`config.mk`:
```
export PLATFORM = sky130hd
export DESIGN_NAME = i2r_top
export DESIGN_NICKNAME = d
export VERILOG_FILES = /design/src/inc/i2r_pkg.sv /design/src/inc/i2r_reg_if.sv /design/src/logic/i2r_top.sv /design/src/logic/i2r_axil.sv /design/src/logic/i2r_event.sv
export VERILOG_INCLUDE_DIRS = /design/src /design/src/inc
export SDC_FILE = /design/constraint.sdc
export NUM_CORES = 1
export LEC_CHECK = 0
export BUFFER_PORTS_ARGS = -buffer_cell sky130_fd_sc_hd__clkbuf_2
export CORE_AREA = 2 2 126 177
export DETAILED_ROUTE_END_ITERATION = 10
export DIE_AREA = 0 0 128 179
export PLACE_DENSITY = 0.54
export SLEW_MARGIN = 20
export SYNTH_ARGS = -nofsm -noshare
export SYNTH_HDL_FRONTEND = slang
export SYNTH_SLANG_ARGS = --single-unit
```
`constraint.sdc`:
```
create_clock -name core_clk_i -period 2.6 [get_ports core_clk_i]
set_input_delay 0.26 -clock core_clk_i [delete_from_list [all_inputs] [get_ports core_clk_i]]
set_output_delay 0.26 -clock core_clk_i [all_outputs]
set_load 0.01 [all_outputs]
```
`src/inc/i2r_defs.svh`:
```
/* register map, reset values and event positions of the
   two-wire controller register block; no surroundings assumed */
`ifndef I2R_DEFS_SVH
`define I2R_DEFS_SVH
`define I2R_OFS_OWN 8'h08
`define I2R_OFS_DATA 8'h10
`define I2R_OFS_HCNT 8'h14
`define I2R_OFS_LCNT 8'h18
`define I2R_OFS_MIS 8'h2c
`define I2R_OFS_MASK 8'h30
`define I2R_OFS_RIS 8'h34
`define I2R_OFS_CLR_ALL 8'h40
`define I2R_OFS_CLR_LO 8'h44
`define I2R_OFS_CLR_HI 8'h68
`define I2R_RST_OWN 10'h055
`define I2R_RST_HCNT 16'h0008
`define I2R_RST_LCNT 16'h000a
`define I2R_RST_MASK 12'h8ff
`define I2R_STICKY 12'hfeb
`define I2R_CMD_BIT 8
`define I2R_EV_RX_UNDER 0
`define I2R_EV_TX_OVER 3
`define I2R_EV_RD_REQ 5
`define I2R_EV_TX_ABORT 6
`define I2R_EV_ACTIVITY 8
`endif

```
`src/inc/i2r_pkg.sv`:
```
/* types of the register block; assumes i2r_defs.svh alongside */
package i2r_pkg;
  typedef enum logic [1:0] {
    ROLE_IDLE = 2'b00,
    ROLE_MASTER = 2'b01,
    ROLE_SLAVE_RX = 2'b10,
    ROLE_SLAVE_TX = 2'b11
  } i2r_role_type;
  typedef struct packed {
    logic aw_have; logic w_have; logic [7:0] awaddr; logic [31:0] wdata;
    logic [3:0] wstrb; logic bvalid; logic rvalid; logic [31:0] rdata;
  } i2r_axil_type;
  typedef struct packed {
    logic [11:0] raw; logic irq;
  } i2r_event_type;
  typedef struct packed {
    logic [9:0] own_addr; logic [15:0] hcnt; logic [15:0] lcnt;
    logic [11:0] mask; logic tx_push; logic [8:0] tx_entry; logic rx_pop;
    logic flush; logic hold; logic match; logic scl_meta; logic scl_sync;
    logic scl_prev; logic scl_out;
  } i2r_top_type;
endpackage

```
`src/inc/i2r_reg_if.sv`:
```
/* register access strobes between bus slave and register file;
   one clock domain, strobes last one cycle */
`timescale 1ns/1ps
interface i2r_reg_if;
  logic wr_en;
  logic [7:0] wr_addr;
  logic [31:0] wr_data;
  logic [3:0] wr_strb;
  logic rd_en;
  logic [7:0] rd_addr;
  logic [31:0] rd_data;
  modport bus (output wr_en, wr_addr, wr_data, wr_strb, rd_en, rd_addr, input rd_data);
  modport regs (input wr_en, wr_addr, wr_data, wr_strb, rd_en, rd_addr, output rd_data);
endinterface // i2r_reg_if

```
`src/logic/i2r_top.sv`:
```
/* register block of the two-wire controller: own address, data/command
   port, clock period counts, masked status and mask, one interrupt.
   assumes protocol engine, fifos and enable bit outside on core_clk_i */
// How it works
// - own address and clock counts writable only while controller disabled
// - ten-bit own address resets 055h; seven-bit mode compares low bits
// - port write pushes command plus byte; read returns eight bits only
// - as master, command bit 8 picks direction: 0 write, 1 read
// - slave receiver ignores command; slave transmitter sends command-0 entries
// - read command after general call aborts unless special bit cleared
// - read command while answering a slave read raises transmit abort
// - master read colliding with remote addressing drops write, aborts
// - read command data bits ignored; port read returns received byte
// - high count sixteen bits, resets 0008h, 0009h recommended
// - low count sixteen bits, resets 000ah
// - masked status is raw gated by mask; zero after reset
// - sticky event cleared by reading its clear register or combined clear
// - mask one routes event to interrupt, zero blocks it
// - twelve event positions, general call at 11 down to underflow 0
// - mask resets enabled except start, stop and activity
// - receive underflow mask resets to one
// - raw events recorded whether masked or not
// - transmit abort flushes both fifos
// - slave read request holds serial clock low until data written
`timescale 1ns/1ps
`include "i2r_defs.svh"
module i2r_top import i2r_pkg::*; (
  input wire logic core_clk_i,
  input wire logic resetn_i,
  input wire logic [7:0] awaddr_i,
  input wire logic awvalid_i,
  output logic awready_o,
  input wire logic [31:0] wdata_i,
  input wire logic [3:0] wstrb_i,
  input wire logic wvalid_i,
  output logic wready_o,
  output logic [1:0] bresp_o,
  output logic bvalid_o,
  input wire logic bready_i,
  input wire logic [7:0] araddr_i,
  input wire logic arvalid_i,
  output logic arready_o,
  output logic [31:0] rdata_o,
  output logic [1:0] rresp_o,
  output logic rvalid_o,
  input wire logic rready_i,
  input wire logic ctrl_enable_i,
  input wire i2r_role_type role_i,
  input wire logic general_call_event_mode_i,
  input wire logic [11:0] event_set_i,
  input wire logic [11:0] event_level_i,
  input wire logic [7:0] rx_data_i,
  input wire logic rx_empty_i,
  input wire logic tx_full_i,
  input wire logic [9:0] bus_addr_i,
  input wire logic addr10_mode_i,
  input wire logic serial_clock_pin_i,
  output logic serial_clock_pin_o,
  output logic serial_clock_pin_oe_n_o,
  output logic tx_push_o,
  output logic [8:0] tx_entry_o,
  output logic rx_pop_o,
  output logic fifo_flush_o,
  output logic [9:0] own_slave_address_o,
  output logic [15:0] clock_high_count_o,
  output logic [15:0] clock_low_count_o,
  output logic addr_match_o,
  output logic [11:0] masked_event_status_o,
  output logic irq_o
);
  i2r_top_type q, d;
  i2r_reg_if reg_bus ();
  logic [11:0] ev_raw;
  logic [11:0] ev_set;
  logic [11:0] ev_clr;
  logic [11:0] mis_q;
  logic wr_data_port;
  logic rd_data_port;
  logic cmd;
  logic abort;
  logic cfg_open;

  // byte-lane merge of a write into a register
  function automatic logic [31:0] merge(input logic [31:0] old_v,
                                        input logic [31:0] new_v,
                                        input logic [3:0] strb);
    logic [31:0] r;
    r = old_v;
    for (int i = 0; i < 4; i++) begin
      if (strb[i]) r[8*i +: 8] = new_v[8*i +: 8];
    end
    return r;
  endfunction

  // which event a read of an individual clear register clears
  function automatic logic [11:0] clr_of(input logic [7:0] ofs);
    logic [11:0] m;
    m = '0;
    unique case (ofs)
      8'h44: m[0] = 1'b1;
      8'h48: m[1] = 1'b1;
      8'h4c: m[3] = 1'b1;
      8'h50: m[5] = 1'b1;
      8'h54: m[6] = 1'b1;
      8'h58: m[7] = 1'b1;
      8'h5c: m[8] = 1'b1;
      8'h60: m[9] = 1'b1;
      8'h64: m[10] = 1'b1;
      8'h68: m[11] = 1'b1;
      default: m = '0;
    endcase
    return m;
  endfunction

  i2r_axil u_axil (
    .core_clk_i(core_clk_i),
    .resetn_i(resetn_i),
    .awaddr_i(awaddr_i),
    .awvalid_i(awvalid_i),
    .awready_o(awready_o),
    .wdata_i(wdata_i),
    .wstrb_i(wstrb_i),
    .wvalid_i(wvalid_i),
    .wready_o(wready_o),
    .bvalid_o(bvalid_o),
    .bready_i(bready_i),
    .araddr_i(araddr_i),
    .arvalid_i(arvalid_i),
    .arready_o(arready_o),
    .rdata_o(rdata_o),
    .rvalid_o(rvalid_o),
    .rready_i(rready_i),
    .rb(reg_bus.bus)
  );

  i2r_event u_event (
    .core_clk_i(core_clk_i),
    .resetn_i(resetn_i),
    .set_i(ev_set),
    .level_i(event_level_i),
    .clr_i(ev_clr),
    .mask_i(q.mask),
    .raw_o(ev_raw),
    .irq_o(irq_o)
  );

  // every register answers okay; unmapped reads give zero
  assign bresp_o = 2'b00;
  assign rresp_o = 2'b00;

  // outputs straight from state
  assign serial_clock_pin_o = q.scl_out;
  assign serial_clock_pin_oe_n_o = !q.hold;
  assign tx_push_o = q.tx_push;
  assign tx_entry_o = q.tx_entry;
  assign rx_pop_o = q.rx_pop;
  assign fifo_flush_o = q.flush;
  assign own_slave_address_o = q.own_addr;
  assign clock_high_count_o = q.hcnt;
  assign clock_low_count_o = q.lcnt;
  assign addr_match_o = q.match;
  assign masked_event_status_o = mis_q;

  // masked status kept as a flop so the port comes from a register
  always_ff @(posedge core_clk_i or negedge resetn_i) begin
    if (!resetn_i) mis_q <= '0;
    else mis_q <= ev_raw & q.mask;
  end

  // port access decode
  assign wr_data_port = reg_bus.wr_en && reg_bus.wr_addr == `I2R_OFS_DATA;
  assign rd_data_port = reg_bus.rd_en && reg_bus.rd_addr == `I2R_OFS_DATA;
  assign cmd = reg_bus.wr_data[`I2R_CMD_BIT];
  assign cfg_open = !ctrl_enable_i;

  // read command refused after general call or while a slave read is pending
  assign abort = wr_data_port && !tx_full_i && cmd && role_i != ROLE_SLAVE_RX &&
                 (general_call_event_mode_i || ev_raw[`I2R_EV_RD_REQ]);

  // hardware events of this block join those of the engine
  always_comb begin
    ev_set = event_set_i;
    if (abort) ev_set[`I2R_EV_TX_ABORT] = 1'b1;
    if (wr_data_port && tx_full_i) ev_set[`I2R_EV_TX_OVER] = 1'b1;
    if (rd_data_port && rx_empty_i) ev_set[`I2R_EV_RX_UNDER] = 1'b1;
    if (q.scl_sync != q.scl_prev) ev_set[`I2R_EV_ACTIVITY] = 1'b1;
  end

  // clear registers act on read, the combined one on every sticky event
  always_comb begin
    ev_clr = '0;
    if (reg_bus.rd_en) begin
      if (reg_bus.rd_addr == `I2R_OFS_CLR_ALL) ev_clr = '1;
      else ev_clr = clr_of(reg_bus.rd_addr);
    end
  end

  // read mux; reserved bits are zero by construction
  always_comb begin
    reg_bus.rd_data = '0;
    unique case (reg_bus.rd_addr)
      `I2R_OFS_OWN: reg_bus.rd_data[9:0] = q.own_addr;
      `I2R_OFS_DATA: reg_bus.rd_data[7:0] = rx_data_i;
      `I2R_OFS_HCNT: reg_bus.rd_data[15:0] = q.hcnt;
      `I2R_OFS_LCNT: reg_bus.rd_data[15:0] = q.lcnt;
      `I2R_OFS_MIS: reg_bus.rd_data[11:0] = ev_raw & q.mask;
      `I2R_OFS_MASK: reg_bus.rd_data[11:0] = q.mask;
      `I2R_OFS_RIS: reg_bus.rd_data[11:0] = ev_raw;
      default: reg_bus.rd_data = '0;
    endcase
  end

  // next state of the register file and fifo strobes
  always_comb begin
    logic [31:0] mw;
    logic [31:0] m_own;
    logic [31:0] m_hcnt;
    logic [31:0] m_lcnt;
    logic [31:0] m_mask;
    mw = merge(32'h0000_0000, reg_bus.wr_data, reg_bus.wr_strb);
    // merged words kept whole; a call result cannot be sliced directly
    m_own = merge({22'h0, q.own_addr}, reg_bus.wr_data, reg_bus.wr_strb);
    m_hcnt = merge({16'h0, q.hcnt}, reg_bus.wr_data, reg_bus.wr_strb);
    m_lcnt = merge({16'h0, q.lcnt}, reg_bus.wr_data, reg_bus.wr_strb);
    m_mask = merge({20'h0, q.mask}, reg_bus.wr_data, reg_bus.wr_strb);
    d = q;
    d.tx_push = 1'b0;
    d.rx_pop = 1'b0;
    d.scl_out = 1'b0;
    // serial clock pin: two flops, then the edge compare
    d.scl_meta = serial_clock_pin_i;
    d.scl_sync = q.scl_meta;
    d.scl_prev = q.scl_sync;
    // configuration locked while the controller runs
    if (reg_bus.wr_en && cfg_open) begin
      unique case (reg_bus.wr_addr)
        `I2R_OFS_OWN: d.own_addr = m_own[9:0];
        `I2R_OFS_HCNT: d.hcnt = m_hcnt[15:0];
        `I2R_OFS_LCNT: d.lcnt = m_lcnt[15:0];
        default: d.own_addr = q.own_addr;
      endcase
    end
    // the mask stays writable at any time
    if (reg_bus.wr_en && reg_bus.wr_addr == `I2R_OFS_MASK) begin
      d.mask = m_mask[11:0];
    end
    // data port write: one push unless full or refused
    if (wr_data_port && !tx_full_i && !abort) begin
      d.tx_push = 1'b1;
      if (role_i == ROLE_MASTER && cmd) begin
        d.tx_entry = {1'b1, 8'h00};
      end else begin
        d.tx_entry = {1'b0, mw[7:0]};
      end
      // written data releases a stretched clock
      if (role_i != ROLE_MASTER || !cmd) d.hold = 1'b0;
    end
    // data port read pops one entry if there is one
    if (rd_data_port && !rx_empty_i) d.rx_pop = 1'b1;
    // remote read request stretches the serial clock
    if (event_set_i[`I2R_EV_RD_REQ]) d.hold = 1'b1;
    // any abort empties both fifos
    d.flush = ev_set[`I2R_EV_TX_ABORT];
    // own address compare, low seven bits in seven-bit mode
    if (addr10_mode_i) d.match = bus_addr_i == q.own_addr;
    else d.match = bus_addr_i[6:0] == q.own_addr[6:0];
  end

  // state register of the module; the masked status flop mis_q is the only other one
  always_ff @(posedge core_clk_i or negedge resetn_i) begin
    if (!resetn_i) begin
      q <= '0;
      q.own_addr <= `I2R_RST_OWN;
      q.hcnt <= `I2R_RST_HCNT;
      q.lcnt <= `I2R_RST_LCNT;
      q.mask <= `I2R_RST_MASK;
      q.scl_meta <= 1'b1;
      q.scl_sync <= 1'b1;
      q.scl_prev <= 1'b1;
    end else begin
      q <= d;
    end
  end
endmodule // i2r_top

```
`src/logic/i2r_axil.sv`:
```
/* AXI4-Lite slave turning bus transfers into register strobes;
   assumes rd_data is valid in the cycle of rd_en */
`timescale 1ns/1ps
module i2r_axil import i2r_pkg::*; (
  input wire logic core_clk_i,
  input wire logic resetn_i,
  input wire logic [7:0] awaddr_i,
  input wire logic awvalid_i,
  output logic awready_o,
  input wire logic [31:0] wdata_i,
  input wire logic [3:0] wstrb_i,
  input wire logic wvalid_i,
  output logic wready_o,
  output logic bvalid_o,
  input wire logic bready_i,
  input wire logic [7:0] araddr_i,
  input wire logic arvalid_i,
  output logic arready_o,
  output logic [31:0] rdata_o,
  output logic rvalid_o,
  input wire logic rready_i,
  i2r_reg_if.bus rb
);
  i2r_axil_type q, d;
  logic go;
  // ready flags are state bits, so they come from flops
  assign awready_o = !q.aw_have;
  assign wready_o = !q.w_have;
  assign arready_o = !q.rvalid;
  assign bvalid_o = q.bvalid;
  assign rvalid_o = q.rvalid;
  assign rdata_o = q.rdata;
  assign go = q.aw_have && q.w_have && !q.bvalid;
  assign rb.wr_en = go;
  assign rb.wr_addr = q.awaddr;
  assign rb.wr_data = q.wdata;
  assign rb.wr_strb = q.wstrb;
  assign rb.rd_en = arvalid_i && !q.rvalid;
  assign rb.rd_addr = araddr_i;
  // address and data taken in either order, response after both
  always_comb begin
    d = q;
    if (awvalid_i && !q.aw_have) begin
      d.aw_have = 1'b1;
      d.awaddr = awaddr_i;
    end
    if (wvalid_i && !q.w_have) begin
      d.w_have = 1'b1;
      d.wdata = wdata_i;
      d.wstrb = wstrb_i;
    end
    if (go) begin
      d.bvalid = 1'b1;
    end
    if (q.bvalid && bready_i) begin
      d.bvalid = 1'b0;
      d.aw_have = 1'b0;
      d.w_have = 1'b0;
    end
    if (rb.rd_en) begin
      d.rvalid = 1'b1;
      d.rdata = rb.rd_data;
    end else if (q.rvalid && rready_i) begin
      d.rvalid = 1'b0;
    end
  end
  always_ff @(posedge core_clk_i or negedge resetn_i) begin
    if (!resetn_i) q <= '0;
    else q <= d;
  end
endmodule // i2r_axil

```
`src/logic/i2r_event.sv`:
```
/* sticky raw events, mask gating, single interrupt output;
   set and clear are one-cycle pulses of the core clock */
`timescale 1ns/1ps
`include "i2r_defs.svh"
module i2r_event import i2r_pkg::*; (
  input wire logic core_clk_i,
  input wire logic resetn_i,
  input wire logic [11:0] set_i,
  input wire logic [11:0] level_i,
  input wire logic [11:0] clr_i,
  input wire logic [11:0] mask_i,
  output logic [11:0] raw_o,
  output logic irq_o
);
  i2r_event_type q, d;
  assign raw_o = q.raw;
  assign irq_o = q.irq;
  // set beats clear; fifo level bits simply follow their level
  always_comb begin
    d = q;
    d.raw = (((q.raw & ~clr_i) | set_i) & `I2R_STICKY) | (level_i & ~`I2R_STICKY);
    d.irq = |(q.raw & mask_i);
  end
  always_ff @(posedge core_clk_i or negedge resetn_i) begin
    if (!resetn_i) q <= '0;
    else q <= d;
  end
endmodule // i2r_event

```
==> results by stage <==
Place:
- The placed cell area is 7760 sq um.
- Counting tap cells, the placed design contains a total of 981 instances.
- The final weighted congestion in routability-driven placement is 0.847.
- At the placement stage, the worst setup path has a slack of 0.481 ns.
- The total of buffers placed on input and output ports is 168.
- The detailed placement HPWL is 15.5 mm.

Setup path:
- The critical path goes through or4_1 -> nor3b_1 -> nand3_2 -> mux2_2.
- The kind of end point of the critical path is a flop.
- In this design, the largest share of critical-path delay is due to simple AND/OR/NAND/NOR gates.
- The buffers plus inverters on the worst setup path is 0.
- The maximum fanout along the worst path is 8.
- Setup slack on the worst reg-to-reg path comes out at 0.46 ns.
- The number of cells on the worst reg-to-reg path is 4.
- Data on the critical path arrives at its endpoint at 2.44 ns.
- The critical path in this run is classified as reg -> reg.
- The critical path required time is 2.91 ns.
- The startpoint identified for the worst register-to-register timing path is u_axil.rb.wr_addr[1].
- The worst setup path is launched from a flop.
- The delay of the slowest cell on the worst path is 0.58 ns.
- The critical register-to-register path endpoint is own_slave_address_o[7].
- The slowest stage of the critical path belongs to the cell or4_1.

Timing:
- Setup repair after global routing left no endpoint under its margin.
- The final sum of negative setup slack is 0 ns.
- Static timing analysis puts the maximum clock frequency at 468 MHz.
- The final period demand of the worst path is 2.14 ns.
- Across the routed clock network, the largest skew measured is 0.0107 ns.
- Setup violations remaining at the end of the flow were counted as 0.
- Headroom to the max-slew limit came out at 0.555.
- Of the available clock period, the critical path in the final layout requires 0.822.
- The final number of hold-violating endpoints is 0.
- Once routing completed, OpenROAD measured the worst setup slack at 0.464 ns.
- The number of max-slew violations in the final report came to 0.
- The slew at the pin with the worst max-slew slack is 0.666 ns.

Job:
- The tool flagged a number of max-cap violations equal to 0.

Yosys:
- Of all flip-flops after synthesis, the portion carrying an async set or reset was 1.00.
- The number of instances in the synthesized netlist is 623.
- A synthesized cell averages 11.4 sq um.
- The flip-flop cell with the highest count after synthesis is dfrtp_1.
- The number of flops mapped to enable cells by yosys is 0.
- The count of distinct cell types in the synthesized netlist is 65.
- By area the synthesized netlist is led by dfrtp_1 (43%), mux2_2 (13%), buf_4 (9.4%).
- The sequential element share of the synthesized area is 0.503.
- The library cell with the largest summed area after synthesis is dfrtp_1.
- The top-area cell type share of the netlist area is 0.433.
- After synthesis the cells add up to 7120 sq um.
- The synthesized design contains 142 register bits.
- For this run, the number of Yosys warnings is 0.

Route:
- After detailed routing, the number of vias per cell comes to 5.02.
- After detailed routing, the number of remaining DRC violations is 0.
- For this block, wires on met1 add up to 8.18 mm.
- The routed length per instance is 19.7 microns.
- After detailed routing, the met2 layer carries 10.3 mm of wire.
- The routed layout has 5130 vias.
- The top metal layer carrying routed signals is met4.
- The residual antenna-violating net count after detailed routing is 0.
- The first detailed-routing pass took 5 iterations.
- The post-detailed-routing wire length is 20.1 mm.
- In the detailed route, the total length drawn on met3 is 1.20 mm.
- The number of DRC markers after the initial detailed-route iteration is 277.

Global routing:
- The number of antenna violations at the first check in global routing is 0.
- The number of global-route vias before repair is 4952.
- The first-pass GRT wire length is 30.2 mm.
- The global router's overall resource usage is 0.178.
- The total overflow reported by the global router is 0.
- The largest net degree at the start of global routing is 51.

Final layout:
- The post-layout instance count excluding filler cells is 1021.
- With fillers left out, the area of the finished cells amounts to 8430 sq um.
- The net total in the final layout is 852.
- The share of the core filled with cells in the final layout is 0.393.
- In the final layout, the share of cells above drive strength 1 is 0.455.
- Compared with the post-synthesis result, the final layout area differs by 18.5%.

Clock network:
- Clock tree synthesis inserted a total of 17 buffers.
- CTS saw 142 sinks.
- The number of setup buffers added after CTS is 0.
- TritonCTS built the clock tree.
- The clock latency on the worst-skew pair is 0.43 ns.
- The CTS root buffer is clkbuf_16.
- Counting along the longest clock path gives a buffer depth of 2.
- After clock tree synthesis, the clock-pin slew on the worst setup and hold paths is 0.06 ns.
- The H-tree was split into 4 levels.

Die:
- The core region is 21500 sq um.
- The die height is 179 microns.
- For this configuration, the core starts out at a cell density of 0.332.
- The floorplan has 64 rows.
- The total I/O pin count is 220.
- The die area is 22900 sq um.
- Measured along the x axis, the die boundary spans 128 microns.

Power and ir drop:
- The standby leakage power is 3.94 nW.
- The highest ir drop seen on vdd is 0.380 mV.
- Dividing total power by cell area gives a power density of 786 nW/um^2.

Hold path:
- The number of stages on the worst hold path is 2.
- The worst hold path begins at event_set_i[1].
- The path with the worst hold slack has its endpoint at u_event.raw_o[1].
- The min-delay analysis places its worst path in the category in -> reg.

Run status:
- The run finished with clean final reports.
-- layer usage --
layer	vias to the layer above	global-route usage
met5	-	0
met4	0	0.0632
met3	21	0.0427
met2	196	0.304
met1	2531	0.220
li1	2382	-
-- registers in the layout (all words and copies together) (netlist names), 2 cells and up --
name,count
u_event.raw_o,12
tx_entry_o,9
u_axil.rb.wr_strb,2
u_axil.rdata_o,16
clock_high_count_o,16
own_slave_address_o,10
clock_low_count_o,16
u_axil.q,2
d,2
q,14
u_axil.rb.wr_data,16
masked_event_status_o,12
u_axil.rb.wr_addr,8
-- final cells by class --
type | instances | area (sq um)
antenna | 1 | 2.50
clock buffer | 18 | 439
clock inverter | 14 | 159
fill | 2131 | 13000
inverter | 11 | 41.3
multi-input combinational | 375 | 2790
sequential | 142 | 3580
tap | 264 | 330
timing repair buffer | 196 | 1090
-- synth_stat cells, types with 3 or more instances --
| master | count |
|---|---|
| a221oi_1 | 7 |
| clkbuf_1 | 15 |
| nor4_1 | 4 |
| nand2b_1 | 7 |
| a21oi_1 | 8 |
| nor3b_1 | 3 |
| and3_1 | 5 |
| buf_4 | 89 |
| buf_2 | 7 |
| a22o_1 | 6 |
| xor2_1 | 8 |
| xnor2_1 | 6 |
| nor2b_1 | 6 |
| mux2_2 | 84 |
| mux2i_1 | 6 |
| nor3_1 | 6 |
| a22oi_1 | 6 |
| o21ai_0 | 19 |
| and2_1 | 14 |
| nand3b_1 | 5 |
| o22a_1 | 4 |
| nand4b_1 | 3 |
| a32oi_1 | 5 |
| nor2_1 | 25 |
| dfrtp_1 | 123 |
| o21ai_1 | 16 |
| or4_1 | 3 |
| nor2_2 | 4 |
| o41ai_1 | 3 |
| o32a_1 | 3 |
| dfstp_2 | 19 |
| nand3_1 | 22 |
| buf_1 | 3 |
| nand2_1 | 19 |
| a31oi_1 | 9 |
| nand4_1 | 4 |
| inv_1 | 11 |
-- worst register-to-register path, cell delays in order, from the launching register on --
cell,delay [ns]
dfrtp_1,0.40
or4_1,0.58
nor3b_1,0.35
nand3_2,0.33
mux2_2,0.36
-- worst max-delay path by stage --
stage,from,to,slack (ns),cells after the start
2_1_floorplan,u_axil.rb.wr_addr[1],tx_entry_o[3],0.71,5
3_3_place_gp,u_axil.rb.wr_addr[1],own_slave_address_o[7],0.49,4
3_5_place_dp,u_axil.rb.wr_addr[1],own_slave_address_o[7],0.48,4
4_1_cts,u_axil.rb.wr_addr[1],own_slave_address_o[7],0.45,4
5_1_grt,u_axil.rb.wr_addr[1],own_slave_address_o[7],0.27,4
6_report,u_axil.rb.wr_addr[1],own_slave_address_o[7],0.46,4
-- per-stage QoR --
stage | power, mW | hold WS, ns
final | 6.63 | 0.0324
after global routing | 6.97 | 0.0249
after CTS | 6.72 | 0.0123
after detailed placement | 4.22 | 0.233
after global placement | 4.20 | 0.235
after floorplan | 3.77 | -0.0356
-- report_power, final --
group          switching (mW)  total [mW]  internal (mW)  leakage (nW)
sequential              0.434        3.03           2.59          1.75
clock                    1.00        2.46           1.45         0.276
combinational           0.573        1.14          0.569          1.91
total                    2.01        6.63           4.62          3.94
-- timing repair --
item	CTS	global route
hold buffers	7	0
gates resized for setup	0	0
hold endpoints to repair	45	0
-- cells by family after synthesis --
family | Yosys count | synth area share
buffers and inverters | 126 | 0.116
and+or+nand+nor | 148 | 0.123
xor gates and xnor gates | 14 | 0.0172
AOI/OAI and AO/OA | 102 | 0.0995
other | 1 | 0.000527
muxes | 90 | 0.141
DFF | 142 | 0.503
-- cells in the final DEF, fill, tap and decap left out, types with 5 or more instances in the layout --
cell type | Yosys | layout
nor2b_1 | 6 | 5
mux2_2 | 84 | 84
a22oi_1 | 6 | 6
clkbuf_16 | 0 | 17
and3_1 | 5 | 5
buf_4 | 89 | 20
o21ai_1 | 16 | 16
nor3_1 | 6 | 6
nand2b_1 | 7 | 7
nand3_1 | 22 | 22
a21oi_1 | 8 | 8
nand3b_1 | 5 | 5
dlygate4sd3_1 | 0 | 7
conb_1 | 1 | 21
o21ai_0 | 19 | 19
a22o_1 | 6 | 6
clkbuf_2 | 0 | 167
a221oi_1 | 7 | 7
xnor2_1 | 6 | 6
and2_1 | 14 | 14
dfrtp_1 | 123 | 123
xor2_1 | 8 | 8
dfstp_2 | 19 | 19
nor2_1 | 25 | 25
a31oi_1 | 9 | 9
nand2_1 | 19 | 19
mux2i_1 | 6 | 6
a32oi_1 | 5 | 5
clkinvlp_4 | 0 | 5
inv_1 | 11 | 11
Power figures use the tool's default switching activity.
